File: config.mk
export PLATFORM = sky130hd
export DESIGN_NAME = otg_status_interrupt_latch
export DESIGN_NICKNAME = d
export VERILOG_FILES = /design/src/core/otg_irq_pkg.sv /design/src/core/source_sync.sv /design/src/core/otg_status_interrupt_latch.sv
export SDC_FILE = /design/constraint.sdc
export NUM_CORES = 1
export LEC_CHECK = 0
export ABC_AREA = 1
export BUFFER_PORTS_ARGS = -buffer_cell sky130_fd_sc_hd__buf_2
export CORE_ASPECT_RATIO = 1.4
export CORE_MARGIN = 2
export CORE_UTILIZATION = 60
export CTS_CLUSTER_SIZE = 25
export DETAILED_ROUTE_END_ITERATION = 6
export PLACE_DENSITY = 0.82
export SYNTH_ARGS = -nofsm -noshare
export SYNTH_HDL_FRONTEND = slang
export SYNTH_SLANG_ARGS = --single-unit
export TNS_END_PERCENT = 50
File: constraint.sdc
create_clock -name clk_sys -period 3.4 [get_ports clk_sys]
set_input_delay 0.34 -clock clk_sys [delete_from_list [all_inputs] [get_ports clk_sys]]
set_output_delay 0.34 -clock clk_sys [all_outputs]
set_load 0.01 [all_outputs]
File: src/core/otg_irq_pkg.sv
// Package for the transceiver status and interrupt latch block.
// Holds register offsets, reset values, field layouts and carrier structs.
// Assumes a register port that already decodes a serial bus into byte accesses.
`default_nettype none

package otg_irq_pkg;

    // Register offsets on the byte-wide register port
    localparam logic [7:0] ADDR_SOURCE = 8'h08;
    localparam logic [7:0] ADDR_LATCH_SET = 8'h0A;
    localparam logic [7:0] ADDR_LATCH_CLR = 8'h0B;
    localparam logic [7:0] ADDR_FALL_SET = 8'h0C;
    localparam logic [7:0] ADDR_FALL_CLR = 8'h0D;
    localparam logic [7:0] ADDR_RISE_SET = 8'h0E;
    localparam logic [7:0] ADDR_RISE_CLR = 8'h0F;

    // Values after reset
    localparam logic [7:0] LATCH_RESET = 8'h00;
    localparam logic [7:0] FALL_EN_RESET = 8'h00;
    localparam logic [7:0] RISE_EN_RESET = 8'h00;
    localparam logic [7:0] READ_UNMAPPED = 8'h00;

    // Falling-edge enable bit 6 is reserved and always reads zero
    localparam logic [7:0] FALL_EN_WRITABLE = 8'hBF;

    // Field positions inside the source byte
    localparam int SRC_SUPPLY_VALID = 0;
    localparam int SRC_SESSION_VALID = 1;
    localparam int SRC_PLUS_LEVEL = 2;
    localparam int SRC_ID_GROUNDED = 3;
    localparam int SRC_MINUS_LEVEL = 4;

    // Number of detector inputs passing the synchroniser
    localparam int DET_WIDTH = 11;

    // Cycles after reset before edges are believed (sync depth plus history)
    localparam logic [2:0] WARMUP_CYCLES = 3'h4;

    // Source byte, bit 7 down to bit 0
    typedef struct packed {
        logic carkit_event;
        logic disconnect_then_pullup;
        logic id_pin_open;
        logic minus_line_level;
        logic id_pin_grounded;
        logic plus_line_level;
        logic session_valid_flag;
        logic supply_valid_flag;
    } source_bits_t;

    // Raw detector and mode levels from the analog front end
    typedef struct packed {
        logic power_down;
        logic carkit_event;
        logic disconnect_then_pullup;
        logic id_pin_open;
        logic minus_line_level;
        logic id_pin_grounded;
        logic plus_line_level;
        logic vbus_above_a_session;
        logic vbus_above_b_session;
        logic vbus_above_valid;
        logic b_session_ended;
    } detector_in_t;

    // Register access request
    typedef struct packed {
        logic wr;
        logic rd;
        logic [7:0] addr;
        logic [7:0] wdata;
    } reg_req_t;

endpackage : otg_irq_pkg

`default_nettype wire

File: src/core/source_sync.sv
// Two-flop synchroniser bank for the detector levels.
// Assumes each input is a slow level; bits are synchronised independently.
`default_nettype none

module source_sync (
    input wire logic clk_sys,
    input wire logic rst_n,
    input wire logic [otg_irq_pkg::DET_WIDTH-1:0] raw,
    output logic [otg_irq_pkg::DET_WIDTH-1:0] synced
);

    ////////////////////////////////////////////////////////////////////////////
    // Per-bit chain; the first stage feeds only the second
    genvar i;
    generate
        for (i = 0; i < otg_irq_pkg::DET_WIDTH; i++) begin : g_bit
            logic stage1; // Metastability catcher, read by stage two only
            always_ff @(posedge clk_sys or negedge rst_n) begin
                if (!rst_n) begin
                    stage1 <= 1'b0;
                    synced[i] <= 1'b0;
                end else begin
                    stage1 <= raw[i];
                    synced[i] <= stage1;
                end
            end
        end
    endgenerate

endmodule : source_sync

`default_nettype wire

File: src/core/otg_status_interrupt_latch.sv
// Status source, interrupt latch and edge enables of a USB OTG transceiver.
// Assumes a byte register port already decoded from the serial bus, one
// access per pulse, and detector levels from the analog front end.
`default_nettype none

// Behaviour
// - Bit 4 mirrors minus-line receiver level
// - Bit 3 reads one when ID grounded
// - Power-down forces ID-grounded bit to zero
// - Bit 2 mirrors plus-line receiver level
// - Bit 1 session valid, threshold chosen by ID
// - ID grounded: bit 0 is supply valid
// - ID open: bit 0 is session-end detector
// - Session end reads one below threshold
// - Latch bit sits at its source position
// - Latch at 0Ah set, 0Bh clear, resets zero
// - Latch bits cover sources seven down to zero
// - Fall enable lets falling edge set latch
// - Fall enable at 0Ch/0Dh, bit 6 reserved
// - Writing one at set address sets bit
// - Rise enable lets rising edge set latch
// - Interrupt pin low while any latch bit set
module otg_status_interrupt_latch (
    input wire logic clk_sys,
    input wire logic rst_n,
    input wire otg_irq_pkg::detector_in_t det_in,  // Raw detector levels
    input wire otg_irq_pkg::reg_req_t reg_req,     // Register access request
    output logic [7:0] reg_rdata,                  // Read data, one cycle after rd
    output logic reg_rvalid,                       // Read data valid pulse
    output logic irq_n                             // Active-low interrupt pin
);

    ////////////////////////////////////////////////////////////////////////////
    // Synchronised detector levels
    otg_irq_pkg::detector_in_t det_sync; // Detector levels in the clock domain
    logic [otg_irq_pkg::DET_WIDTH-1:0] det_sync_vec; // Flat view for the bank

    source_sync u_sync (
        .clk_sys(clk_sys),
        .rst_n(rst_n),
        .raw(det_in),
        .synced(det_sync_vec)
    );

    assign det_sync = det_sync_vec;

    ////////////////////////////////////////////////////////////////////////////
    // Live source composition
    otg_irq_pkg::source_bits_t next_source; // Source byte before registering
    otg_irq_pkg::source_bits_t live_status; // Registered source byte
    otg_irq_pkg::source_bits_t prev_status; // Source byte one cycle older
    logic id_pin_grounded_eff;                       // ID grounded after power-down gating

    // Combine detectors; the ID role picks the thresholds
    always_comb begin
        id_pin_grounded_eff = det_sync.id_pin_grounded && !det_sync.power_down;
        next_source.minus_line_level = det_sync.minus_line_level;
        next_source.id_pin_grounded = id_pin_grounded_eff;
        next_source.plus_line_level = det_sync.plus_line_level;
        // Session valid against A or B threshold by role
        next_source.session_valid_flag = id_pin_grounded_eff ? det_sync.vbus_above_a_session
                                                    : det_sync.vbus_above_b_session;
        // Bit 0 doubles as supply valid or session end
        if (id_pin_grounded_eff) begin
            next_source.supply_valid_flag = det_sync.vbus_above_valid;
        end else begin
            next_source.supply_valid_flag = det_sync.b_session_ended;
        end
        // Carkit event is also held low in power-down
        next_source.carkit_event = det_sync.carkit_event && !det_sync.power_down;
        next_source.disconnect_then_pullup = det_sync.disconnect_then_pullup;
        next_source.id_pin_open = det_sync.id_pin_open;
    end

    // Register the source byte and keep one cycle of history
    always_ff @(posedge clk_sys or negedge rst_n) begin
        if (!rst_n) begin
            live_status <= '0;
            prev_status <= '0;
        end else begin
            live_status <= next_source;
            prev_status <= live_status;
        end
    end

    ////////////////////////////////////////////////////////////////////////////
    // Warm-up: no edges until the sync chain and history hold real levels
    logic [2:0] warm_count; // Cycles since reset release, saturating
    logic primed;           // History valid, edges may be trusted

    always_ff @(posedge clk_sys or negedge rst_n) begin
        if (!rst_n) begin
            warm_count <= 3'h0;
        end else if (warm_count != otg_irq_pkg::WARMUP_CYCLES) begin
            warm_count <= warm_count + 3'h1;
        end
    end

    // Avoids a spurious edge from the reset zeros of the pipeline
    assign primed = (warm_count == otg_irq_pkg::WARMUP_CYCLES);

    ////////////////////////////////////////////////////////////////////////////
    // Edge detection and register write decode
    logic [7:0] rise_edges;  // Sources that went 0 to 1 this cycle
    logic [7:0] fall_edges;  // Sources that went 1 to 0 this cycle
    logic [7:0] hw_set;      // Qualified edges that set latch bits
    logic [7:0] latch;       // Interrupt latch
    logic [7:0] fall_en;     // Falling-edge enables
    logic [7:0] rise_en;     // Rising-edge enables
    logic [7:0] next_latch;  // Latch value for the next edge
    logic [7:0] sw_set_mask; // Latch bits written one at set address
    logic [7:0] sw_clr_mask; // Latch bits written one at clear address

    assign rise_edges = primed ? (live_status & ~prev_status) : 8'h00;
    assign fall_edges = primed ? (~live_status & prev_status) : 8'h00;
    assign hw_set = (rise_edges & rise_en) | (fall_edges & fall_en);
    assign sw_set_mask = (reg_req.wr && reg_req.addr == otg_irq_pkg::ADDR_LATCH_SET)
                         ? reg_req.wdata : 8'h00;
    assign sw_clr_mask = (reg_req.wr && reg_req.addr == otg_irq_pkg::ADDR_LATCH_CLR)
                         ? reg_req.wdata : 8'h00;

    // Set wins over clear so an edge landing on a clear is kept
    assign next_latch = (latch & ~sw_clr_mask) | sw_set_mask | hw_set;

    ////////////////////////////////////////////////////////////////////////////
    // Interrupt latch and pin
    always_ff @(posedge clk_sys or negedge rst_n) begin
        if (!rst_n) begin
            latch <= otg_irq_pkg::LATCH_RESET;
            irq_n <= 1'b1;
        end else begin
            latch <= next_latch;
            irq_n <= (next_latch == 8'h00);
        end
    end

    ////////////////////////////////////////////////////////////////////////////
    // Falling-edge enables; reserved bit 6 never stores
    always_ff @(posedge clk_sys or negedge rst_n) begin
        if (!rst_n) begin
            fall_en <= otg_irq_pkg::FALL_EN_RESET;
        end else if (reg_req.wr && reg_req.addr == otg_irq_pkg::ADDR_FALL_SET) begin
            fall_en <= fall_en | (reg_req.wdata & otg_irq_pkg::FALL_EN_WRITABLE);
        end else if (reg_req.wr && reg_req.addr == otg_irq_pkg::ADDR_FALL_CLR) begin
            fall_en <= fall_en & ~reg_req.wdata;
        end
    end

    // Rising-edge enables
    always_ff @(posedge clk_sys or negedge rst_n) begin
        if (!rst_n) begin
            rise_en <= otg_irq_pkg::RISE_EN_RESET;
        end else if (reg_req.wr && reg_req.addr == otg_irq_pkg::ADDR_RISE_SET) begin
            rise_en <= rise_en | reg_req.wdata;
        end else if (reg_req.wr && reg_req.addr == otg_irq_pkg::ADDR_RISE_CLR) begin
            rise_en <= rise_en & ~reg_req.wdata;
        end
    end

    ////////////////////////////////////////////////////////////////////////////
    // Read port: set and clear addresses both return the stored value
    always_ff @(posedge clk_sys or negedge rst_n) begin
        if (!rst_n) begin
            reg_rdata <= otg_irq_pkg::READ_UNMAPPED;
            reg_rvalid <= 1'b0;
        end else begin
            reg_rvalid <= reg_req.rd;
            if (reg_req.rd) begin
                case (reg_req.addr)
                    otg_irq_pkg::ADDR_SOURCE: reg_rdata <= live_status;
                    otg_irq_pkg::ADDR_LATCH_SET,
                    otg_irq_pkg::ADDR_LATCH_CLR: reg_rdata <= latch;
                    otg_irq_pkg::ADDR_FALL_SET,
                    otg_irq_pkg::ADDR_FALL_CLR: reg_rdata <= fall_en;
                    otg_irq_pkg::ADDR_RISE_SET,
                    otg_irq_pkg::ADDR_RISE_CLR: reg_rdata <= rise_en;
                    default: reg_rdata <= otg_irq_pkg::READ_UNMAPPED; // Unmapped reads zero
                endcase
            end
        end
    end
endmodule : otg_status_interrupt_latch

`default_nettype wire

; Yosys cells after proc, flatten, opt, wreduce, memory -nomap -nowiden
; Cells that the tools add are included.
[classes]
shift = 0
mul = 0
n_div = 0
n_bitwise = 16
n_mux = 11
reduce_logical = 15
n_addsub = 1
order_cmp = 0
n_eq_ne = 9
[op_table]
columns = op, count
row1 = 8-bit 2-to-1 mux, 8
row2 = 8-bit AND, 7
row3 = 8-bit by 4-bit == test with 1-bit output (second input constant), 7
row4 = 8-bit OR, 5
row5 = 8-bit NOT, 4
row6 = 8-bit case mux with 4 select lines, 1
row7 = 1-bit logical AND, 8
row8 = 8-bit zero test, 1
row9 = 2-bit OR reduction, 3
row10 = 2-bit nonzero test, 2
row11 = 3-bit by 1-bit adder with 3-bit output (second input constant), 1
row12 = 3-bit == test (second input constant), 1
row13 = 3-bit inequality test (second input constant), 1
row14 = 1-bit 2-to-1 mux, 2
row15 = 1-bit zero test, 1
[totals]
wordCells = 97
output_inout_bits = 10
reg_bits = 75
ram_bits = 0
latch_bits = 0
mem_count = 0
romBits = 0

; Longest topological paths before layout
; Gate-level depths: netlist (run 1).
[depth]
word_depth = 8
mapped_depth = 11

; Cells and area by module
; A second synthesis (run 1) with hierarchy kept.
[hier_totals]
hier_cells = 317
area_unflattened_um2 = 3010.4
[modules_own_cells]
columns = module, area_each_um2, instances, cells_each, seq_area_each_um2
row1 = otg_status_interrupt_latch, 2459.9, 1, 295, 1327.5
row2 = source_sync, 550.5, 1, 22, 550.5

; Least setup slack after synthesis (run 1)
; No wires, ideal clock.
[synth_path]
path_type = reg2reg
startpoint = register warm_count[0]
endpoint = register irq_n
period_less_slack_ns = 1.367
path_stages_with_launch = 12
arrival_time_ns = 1.300
path_slack_ns = 2.033
n_path_buf = 0
path_cell_list = dfrtp_1 > inv_1 > ha_1 > nand2_1 > inv_1 > nand3_1 > nand2_1 > inv_1 > nand2_2 > nor2_1 > nand2_1 > nor2_1
[synth_via]
elab_chain_len = 6
word_cells_on_any_way = 8
[synth_rtl]
columns = item, line_no
row1 = from (decl), otg_status_interrupt_latch.sv:88  ; logic [2:0] warm_count;
row2 = from (signal assigned), otg_status_interrupt_latch.sv:95  ; warm_count <= warm_count + 3'h1;
row3 = 3-bit == test *, otg_status_interrupt_latch.sv:100  ; assign primed = (warm_count == otg_irq_pkg::WARMUP_CYCLES);
row4 = 8-bit 2-to-1 mux (on tied branches), "otg_status_interrupt_latch.sv:114, otg_status_interrupt_latch.sv:115"
row5 = 8-bit AND, otg_status_interrupt_latch.sv:116  ; assign hw_set = (rise_edges & rise_en) | (fall_edges & fall_en);
row6 = 8-bit OR *, otg_status_interrupt_latch.sv:116
row7 = 8-bit OR *, otg_status_interrupt_latch.sv:123  ; assign next_latch = (latch & ~sw_clr_mask) | sw_set_mask | hw_set;
row8 = named net next_latch[3], otg_status_interrupt_latch.sv:110  ; logic [7:0] next_latch;
row9 = 8-bit zero test *, otg_status_interrupt_latch.sv:133  ; irq_n <= (next_latch == 8'h00);
row10 = to (signal assigned), otg_status_interrupt_latch.sv:133
row11 = to (decl), otg_status_interrupt_latch.sv:30  ; output logic irq_n
; Mark *: on every way through the listed nets, which the timed path passes. The rest lies on a longest branch.
; A chain may end at the register's enable or synchronous reset.

; Worst setup path after layout (run 1)
; Same ends and word-level chain as after synthesis.

==> results_dict.tcl, run 1 <==
set metrics [dict create \
    status "finished clean" \
    max-vdd-ir-drop_mv 0.388 \
    synth_largest_area_cell "dfrtp_1" \
    worst_ep_required_time_ns 3.68 \
    tightest_slew_ns 0.752 \
    crit_path_max_fanout 7 \
    cts_tree "built" \
    clockRootBuffer "clkbuf_8" \
    ys.flop_type "dfrtp_1" \
    finalSetupViolCount 0 \
    ant_nets 0 \
    grt-ovfl-total 0 \
    dieArea_um2 5830 \
    final.min_clock_period_ns 1.71 \
    drive_gt1_share_pct 20.9 \
    row_count 31 \
    fill_cells 379 \
    h-tree-depth 3 \
    yosysSeqAreaShare_pct 59.8 \
    hpwl_mm 4.71 \
    clock.fmax_mhz 583 \
    path_clk_slew_ns 0.08 \
    holdWs_ns 0.00116 \
    synth_seq_cells 75 \
    regArea_um2 1880 \
    slew_viol_final 0 \
    start_util_pct 61.3 \
    clkSinkCount 75 \
    numCtsBuffers 9 \
    synth_edf_count 0 \
    dr.pass1.iters 6 \
    dr.first_iter.drc_count 198 \
    fp.dieW_um 65.1 \
    stdcell_count 454 \
    finalWirelength_mm 6.68 \
    viasPerCell 5.36 \
    cp.arrival_ns 2.00 \
    post_cts_resized 0 \
    die_h_um 89.6 \
    syn-cell-area_um2 3140 \
    antenna_found_initial 0 \
    fin_tns_setup_ns 0 \
    synth_cell_type_count 30 \
    postCtsSetupRepairBufs 0 \
    cts_hold_buffers 0 \
    synth-async-reset-ratio_pct 100 \
    start_kind "flip-flop" \
    gp_congestion 0.903 \
    fin_skew_ns 0.00747 \
    detail_route.wl_per_cell_um 14.7 \
    synthTopCellsByArea "dfrtp_1 59%, nand2_1 12%, inv_1 5.4%" \
    num_vias 2432 \
    slew_headroom_pct 49.7 \
    insertion_delay_ns 0.35 \
    p_per_area_nw_per_um2 494 \
    design.core.area_um2 5120 \
    min_period_over_period_pct 50.4 \
    r2r_setup_slack_ns 1.69 \
    rsz0062_at_grt "no" \
    nets 416 \
    numPortBuffers 40 \
    power_uw 1800 \
    grt_max_degree 31 \
    criticalPathCategory "flip-flop to flip-flop" \
    yosys.area.top_type_share_pct 59.0 \
    grt_pass1_vias 2301 \
    hold_viol 0 \
    hold_path_class "primary input to asynchronous set/reset pin" \
    syn_avg_cell_area_um2 9.45 \
    pin_count 41 \
    ys_top_cells_by_count "102 x nand2_1, 74 x dfrtp_1, 45 x inv_1" \
    yosys_warnings 0 \
    crit_path_end_kind "flip-flop" \
    p_leak_uw 0.00184 \
    drc_errors 0 \
    num_antenna_cells 0 \
    syn-num-nets 365 \
    place_inst 438 \
    synthCells 332 \
    track_usage_pct 25.1 \
    grt_pass1_wl_mm 10.8 \
    multiInputGateArea_um2 1070 \
    area_growth_pct 15.8 \
    max-clock-path-buffers 2 \
    max_cap_violations 0 \
    yosysMostFrequentCell "nand2_1" \
]
==> per-layer routing <==
metal / up-vias / GRT usage, % / share of wire (%)
li1: 1152 / - / -
met1: 1142 / 31.4 / 41
met2: 124 / 42.3 / 50
met3: 14 / 6.11 / 7.4
met4: 0 / 10.4 / 1.6
met5: - / 0 / 0
==> final timing paths <==
kind / from / end / cells after the start
worst max-delay path: warm_count[0] / irq_n / 11
worst min-delay path: rst_n / latch[2] / 1
worst max register to register: warm_count[0] / irq_n / 11
worst min register to register: u_sync.g_bit[10].stage1 / u_sync.synced[10] / 0
max in group asynchronous: rst_n / irq_n / 2
min in group clk_sys: det_in[3] / u_sync.g_bit[3].stage1 / 1
==> stage by stage <==
| stage | util, % | worst slack [ns] | area (um^2) |
|---|---|---|---|
| after floorplan | - | 2.03 | 3140 |
| after global placement | 66.8 | 1.68 | 3420 |
| after detailed placement | 66.8 | 1.65 | 3420 |
| after CTS | 71.0 | 1.68 | 3630 |
| after global routing | 71.0 | 1.51 | 3630 |
| final | 71.0 | 1.69 | 3630 |
==> critical path, stage by stage (launching register included) <==
cell	delay [ns]
dfrtp_1	0.39
inv_1	0.06
ha_1	0.18
nand2_1	0.19
inv_1	0.21
nand3_1	0.14
nand2_1	0.06
inv_1	0.07
nand2_2	0.07
nor2_2	0.09
nand2_1	0.07
nor2_1	0.11
==> report_power, final <==
| group | internal, uW | switching, uW |
|---|---|---|
| sequential | 926 | 20.1 |
| clock | 412 | 329 |
| combinational | 34.8 | 74.2 |
==> layout by cell type (no fill, tap or decap), types with 6 or more instances in the layout <==
master    count
a21oi_1       6
dfrtp_1      74
o21ai_0      21
clkbuf_8      9
nor2_1        9
nand3_1      23
inv_1        45
buf_2        40
nand2_1     102
o21ai_1      11
==> layout make-up <==
type	count	area share [%]
multi-input cells	209	29.5
inverters	46	4.75
repair buffers	42	5.92
clock inverters	7	2.51
well taps	66	2.27
clock buffers	9	3.41
flip-flops and latches	75	51.7
==> kinds of logic (layout without fill, tap and decap cells) <==
family / count (synthesis) / count (layout) / synth area share [%]
and+or+nand+nor: 159 / 159 / 24.6
xor gates and xnor gates: 2 / 2 / 0.558
adders and majority gates: 2 / 2 / 0.797
DFF: 75 / 75 / 59.8
buffers and inverters: 48 / 104 / 6.02
AOI/OAI and AO/OA: 46 / 46 / 8.17
Power figures use the tool's default switching activity.
==> inputs of run 2 (changes only) <==
Settings changed: CORE_UTILIZATION 60 to 51, PLACE_DENSITY 0.82 to 0.75.
Clock period 3.4 ns to 1.4 ns, I/O delays scaled along.
==> run 2 against run 1 <==
Die area grew 17%; combinational power grew to 2.8 times the previous value; critical endpoint unchanged; clock skew grew 0.0049 ns; largest power group unchanged; critical path depth is the same; clock-buffer cell count grew 3; hold slack gained 0.043 ns; via count shrank 0.86%.
==> results_dict.tcl, run 2 (synthesis gave the netlist of run 1 again) <==
set metrics [dict create \
    status "finished clean" \
    drive_gt1_share_pct 23.6 \
    grt-busiest-layer "met2" \
    dr.pass1.iters 4 \
    die_h_um 96.8 \
    path_buf_inv 2 \
    rr_worst_depth 11 \
    cts_tree "built" \
    worst_ep_required_time_ns 1.67 \
    path_clk_slew_ns 0.08 \
    viasPerCell 5.01 \
    crit_path_end_kind "flip-flop" \
    start_util_pct 53.1 \
    final_cell_mix "100 x nand2_1, 74 x dfrtp_1, 44 x inv_1" \
    row_count 33 \
    cp.arrival_ns 1.58 \
    max_cap_violations 0 \
    grt-ovfl-total 0 \
    detail_route.wl_per_cell_um 14.0 \
    timing.rr.end "irq_n" \
    track_usage_pct 21.5 \
    rsz0062_at_grt "yes" \
    use_met1_pct 25.5 \
    gp_congestion 0.937 \
    power_uw 4050 \
    numPortBuffers 40 \
    fp.dieW_um 70.3 \
    slowest_stage "dfrtp_1" \
    fin_skew_ns 0.0124 \
    cpMostUsedCell "nand2_1" \
    place_inst 452 \
    nets 439 \
    min-delay-start "reg_req[17]" \
    num_vias 2411 \
    tightest_slew_ns 0.386 \
    clockRootBuffer "clkbuf_8" \
    drc_errors 0 \
    fin_tns_setup_ns 0 \
    max-vdd-ir-drop_mv 0.794 \
    slew_viol_final 0 \
    r2r_start "warm_count[1]" \
    final_common_cell "nand2_1" \
    grtUsageMet3_pct 3.85 \
    min_period_over_period_pct 93.2 \
    max-clock-path-buffers 2 \
    grt_pass1_wl_mm 11.5 \
    num_antenna_cells 0 \
    ant_nets 0 \
    setup_ws_ns 0.0957 \
    finalWirelength_mm 6.74 \
    stdcell_count 481 \
    clock.fmax_mhz 767 \
    dieArea_um2 6810 \
    p_per_area_nw_per_um2 1050 \
    slew_headroom_pct 74.3 \
    startpoint "warm_count[1]" \
    numCtsBuffers 9 \
    area_growth_pct 22.6 \
    r2r_setup_slack_ns 0.1 \
    dpl_worst_slack_ns -0.0668 \
    hpwl_mm 5.13 \
    grtUsageMet2_pct 37.3 \
    hold_viol 0 \
    critPathTopFamily "simple AND/OR/NAND/NOR gates" \
    critical-path-max-stage-delay_ns 0.38 \
    final.min_clock_period_ns 1.30 \
    antenna_found_initial 0 \
    insertion_delay_ns 0.35 \
    h-tree-depth 3 \
    design.core.area_um2 5900 \
    finalSetupViolCount 0 \
    cp_cell_sequence "inv_1 -> ha_2 -> nand2_4 -> nor2_1 -> nand2_1 -> nand2_1 -> inv_1 -> nand2_2 -> nor2_2 -> nand2_1 -> nor2_2" \
    holdPathStages 2 \
    start_kind "flip-flop" \
    p_leak_uw 0.00193 \
    clkSinkCount 75 \
    grt_max_degree 32 \
    hold_path_class "primary input to flip-flop" \
    grt_pass1_vias 2506 \
    pin_count 41 \
    postCtsSetupRepairBufs 0 \
    criticalPathCategory "flip-flop to flip-flop" \
    min_to "fall_en[6]" \
    crit_path_max_fanout 4 \
    fill_cells 497 \
    dr.first_iter.drc_count 154 \
]
[run 2: cell count changes in the layout (fill, tap and decap cells not counted), moves of 2 or more]
cell / previous run / this run
dlygate4sd3_1: 0 / 13
buf_4: 2 / 12
bufinv_16: 2 / 0
clkbuf_1: 0 / 2
nand2_1: 102 / 100
nand3_1: 23 / 21
nand3_2: 0 / 2
nor2_1: 9 / 7
nor2_2: 3 / 5
[run 2: cell type report]
type | count | area, um^2 | area share [%]
Sequential cell | 75 | 1880 | 48.8
Clock inverter | 4 | 26.3 | 0.683
Multi-Input combinational cell | 209 | 1100 | 28.5
Tap cell | 70 | 87.6 | 2.28
Inverter | 46 | 178 | 4.62
Timing Repair Buffer | 65 | 435 | 11.3
Clock buffer | 12 | 145 | 3.77
[run 2: how the worst max path moves through the flow]
stage / end / depth (start not counted)
finish: irq_n / 11
CTS: irq_n / 11
global placement: flip-flop / 8
global route: irq_n / 11
floorplan: irq_n / 11
detailed placement: irq_n / 11
[run 2: timing repair]
item | CTS | global route
hold buffers | 13 | 0
endpoints found under the setup margin | 1 | 1
pin swaps | 0 | 5
gates resized for setup | 2 | 9
hold endpoints to repair | 38 | 0
[run 2: stage by stage]
stage | utilization, % | hold slack, ns | area, um^2
final | 65.2 | 0.0442 | 3850
after global routing | 65.2 | 0.0508 | 3850
after CTS | 64.7 | 0.0293 | 3820
after detailed placement | 59.5 | 0.0939 | 3510
after global placement | 59.5 | 0.0876 | 3510
after floorplan | - | -0.156 | 3140
[run 2: per-layer routing]
layer | up-vias | share of wire, %
li1 | 1198 | -
met1 | 1125 | 40
met2 | 75 | 53
met3 | 13 | 4.9
met4 | 0 | 2.0
met5 | - | 0
[run 2: where the power goes]
group | internal (uW) | switching, uW | total (uW) | leakage, uW
logic | 120 | 190 | 310 | 0.000975
clock network | 690 | 752 | 1440 | 0.0000863
registers | 2250 | 43.8 | 2290 | 0.000872
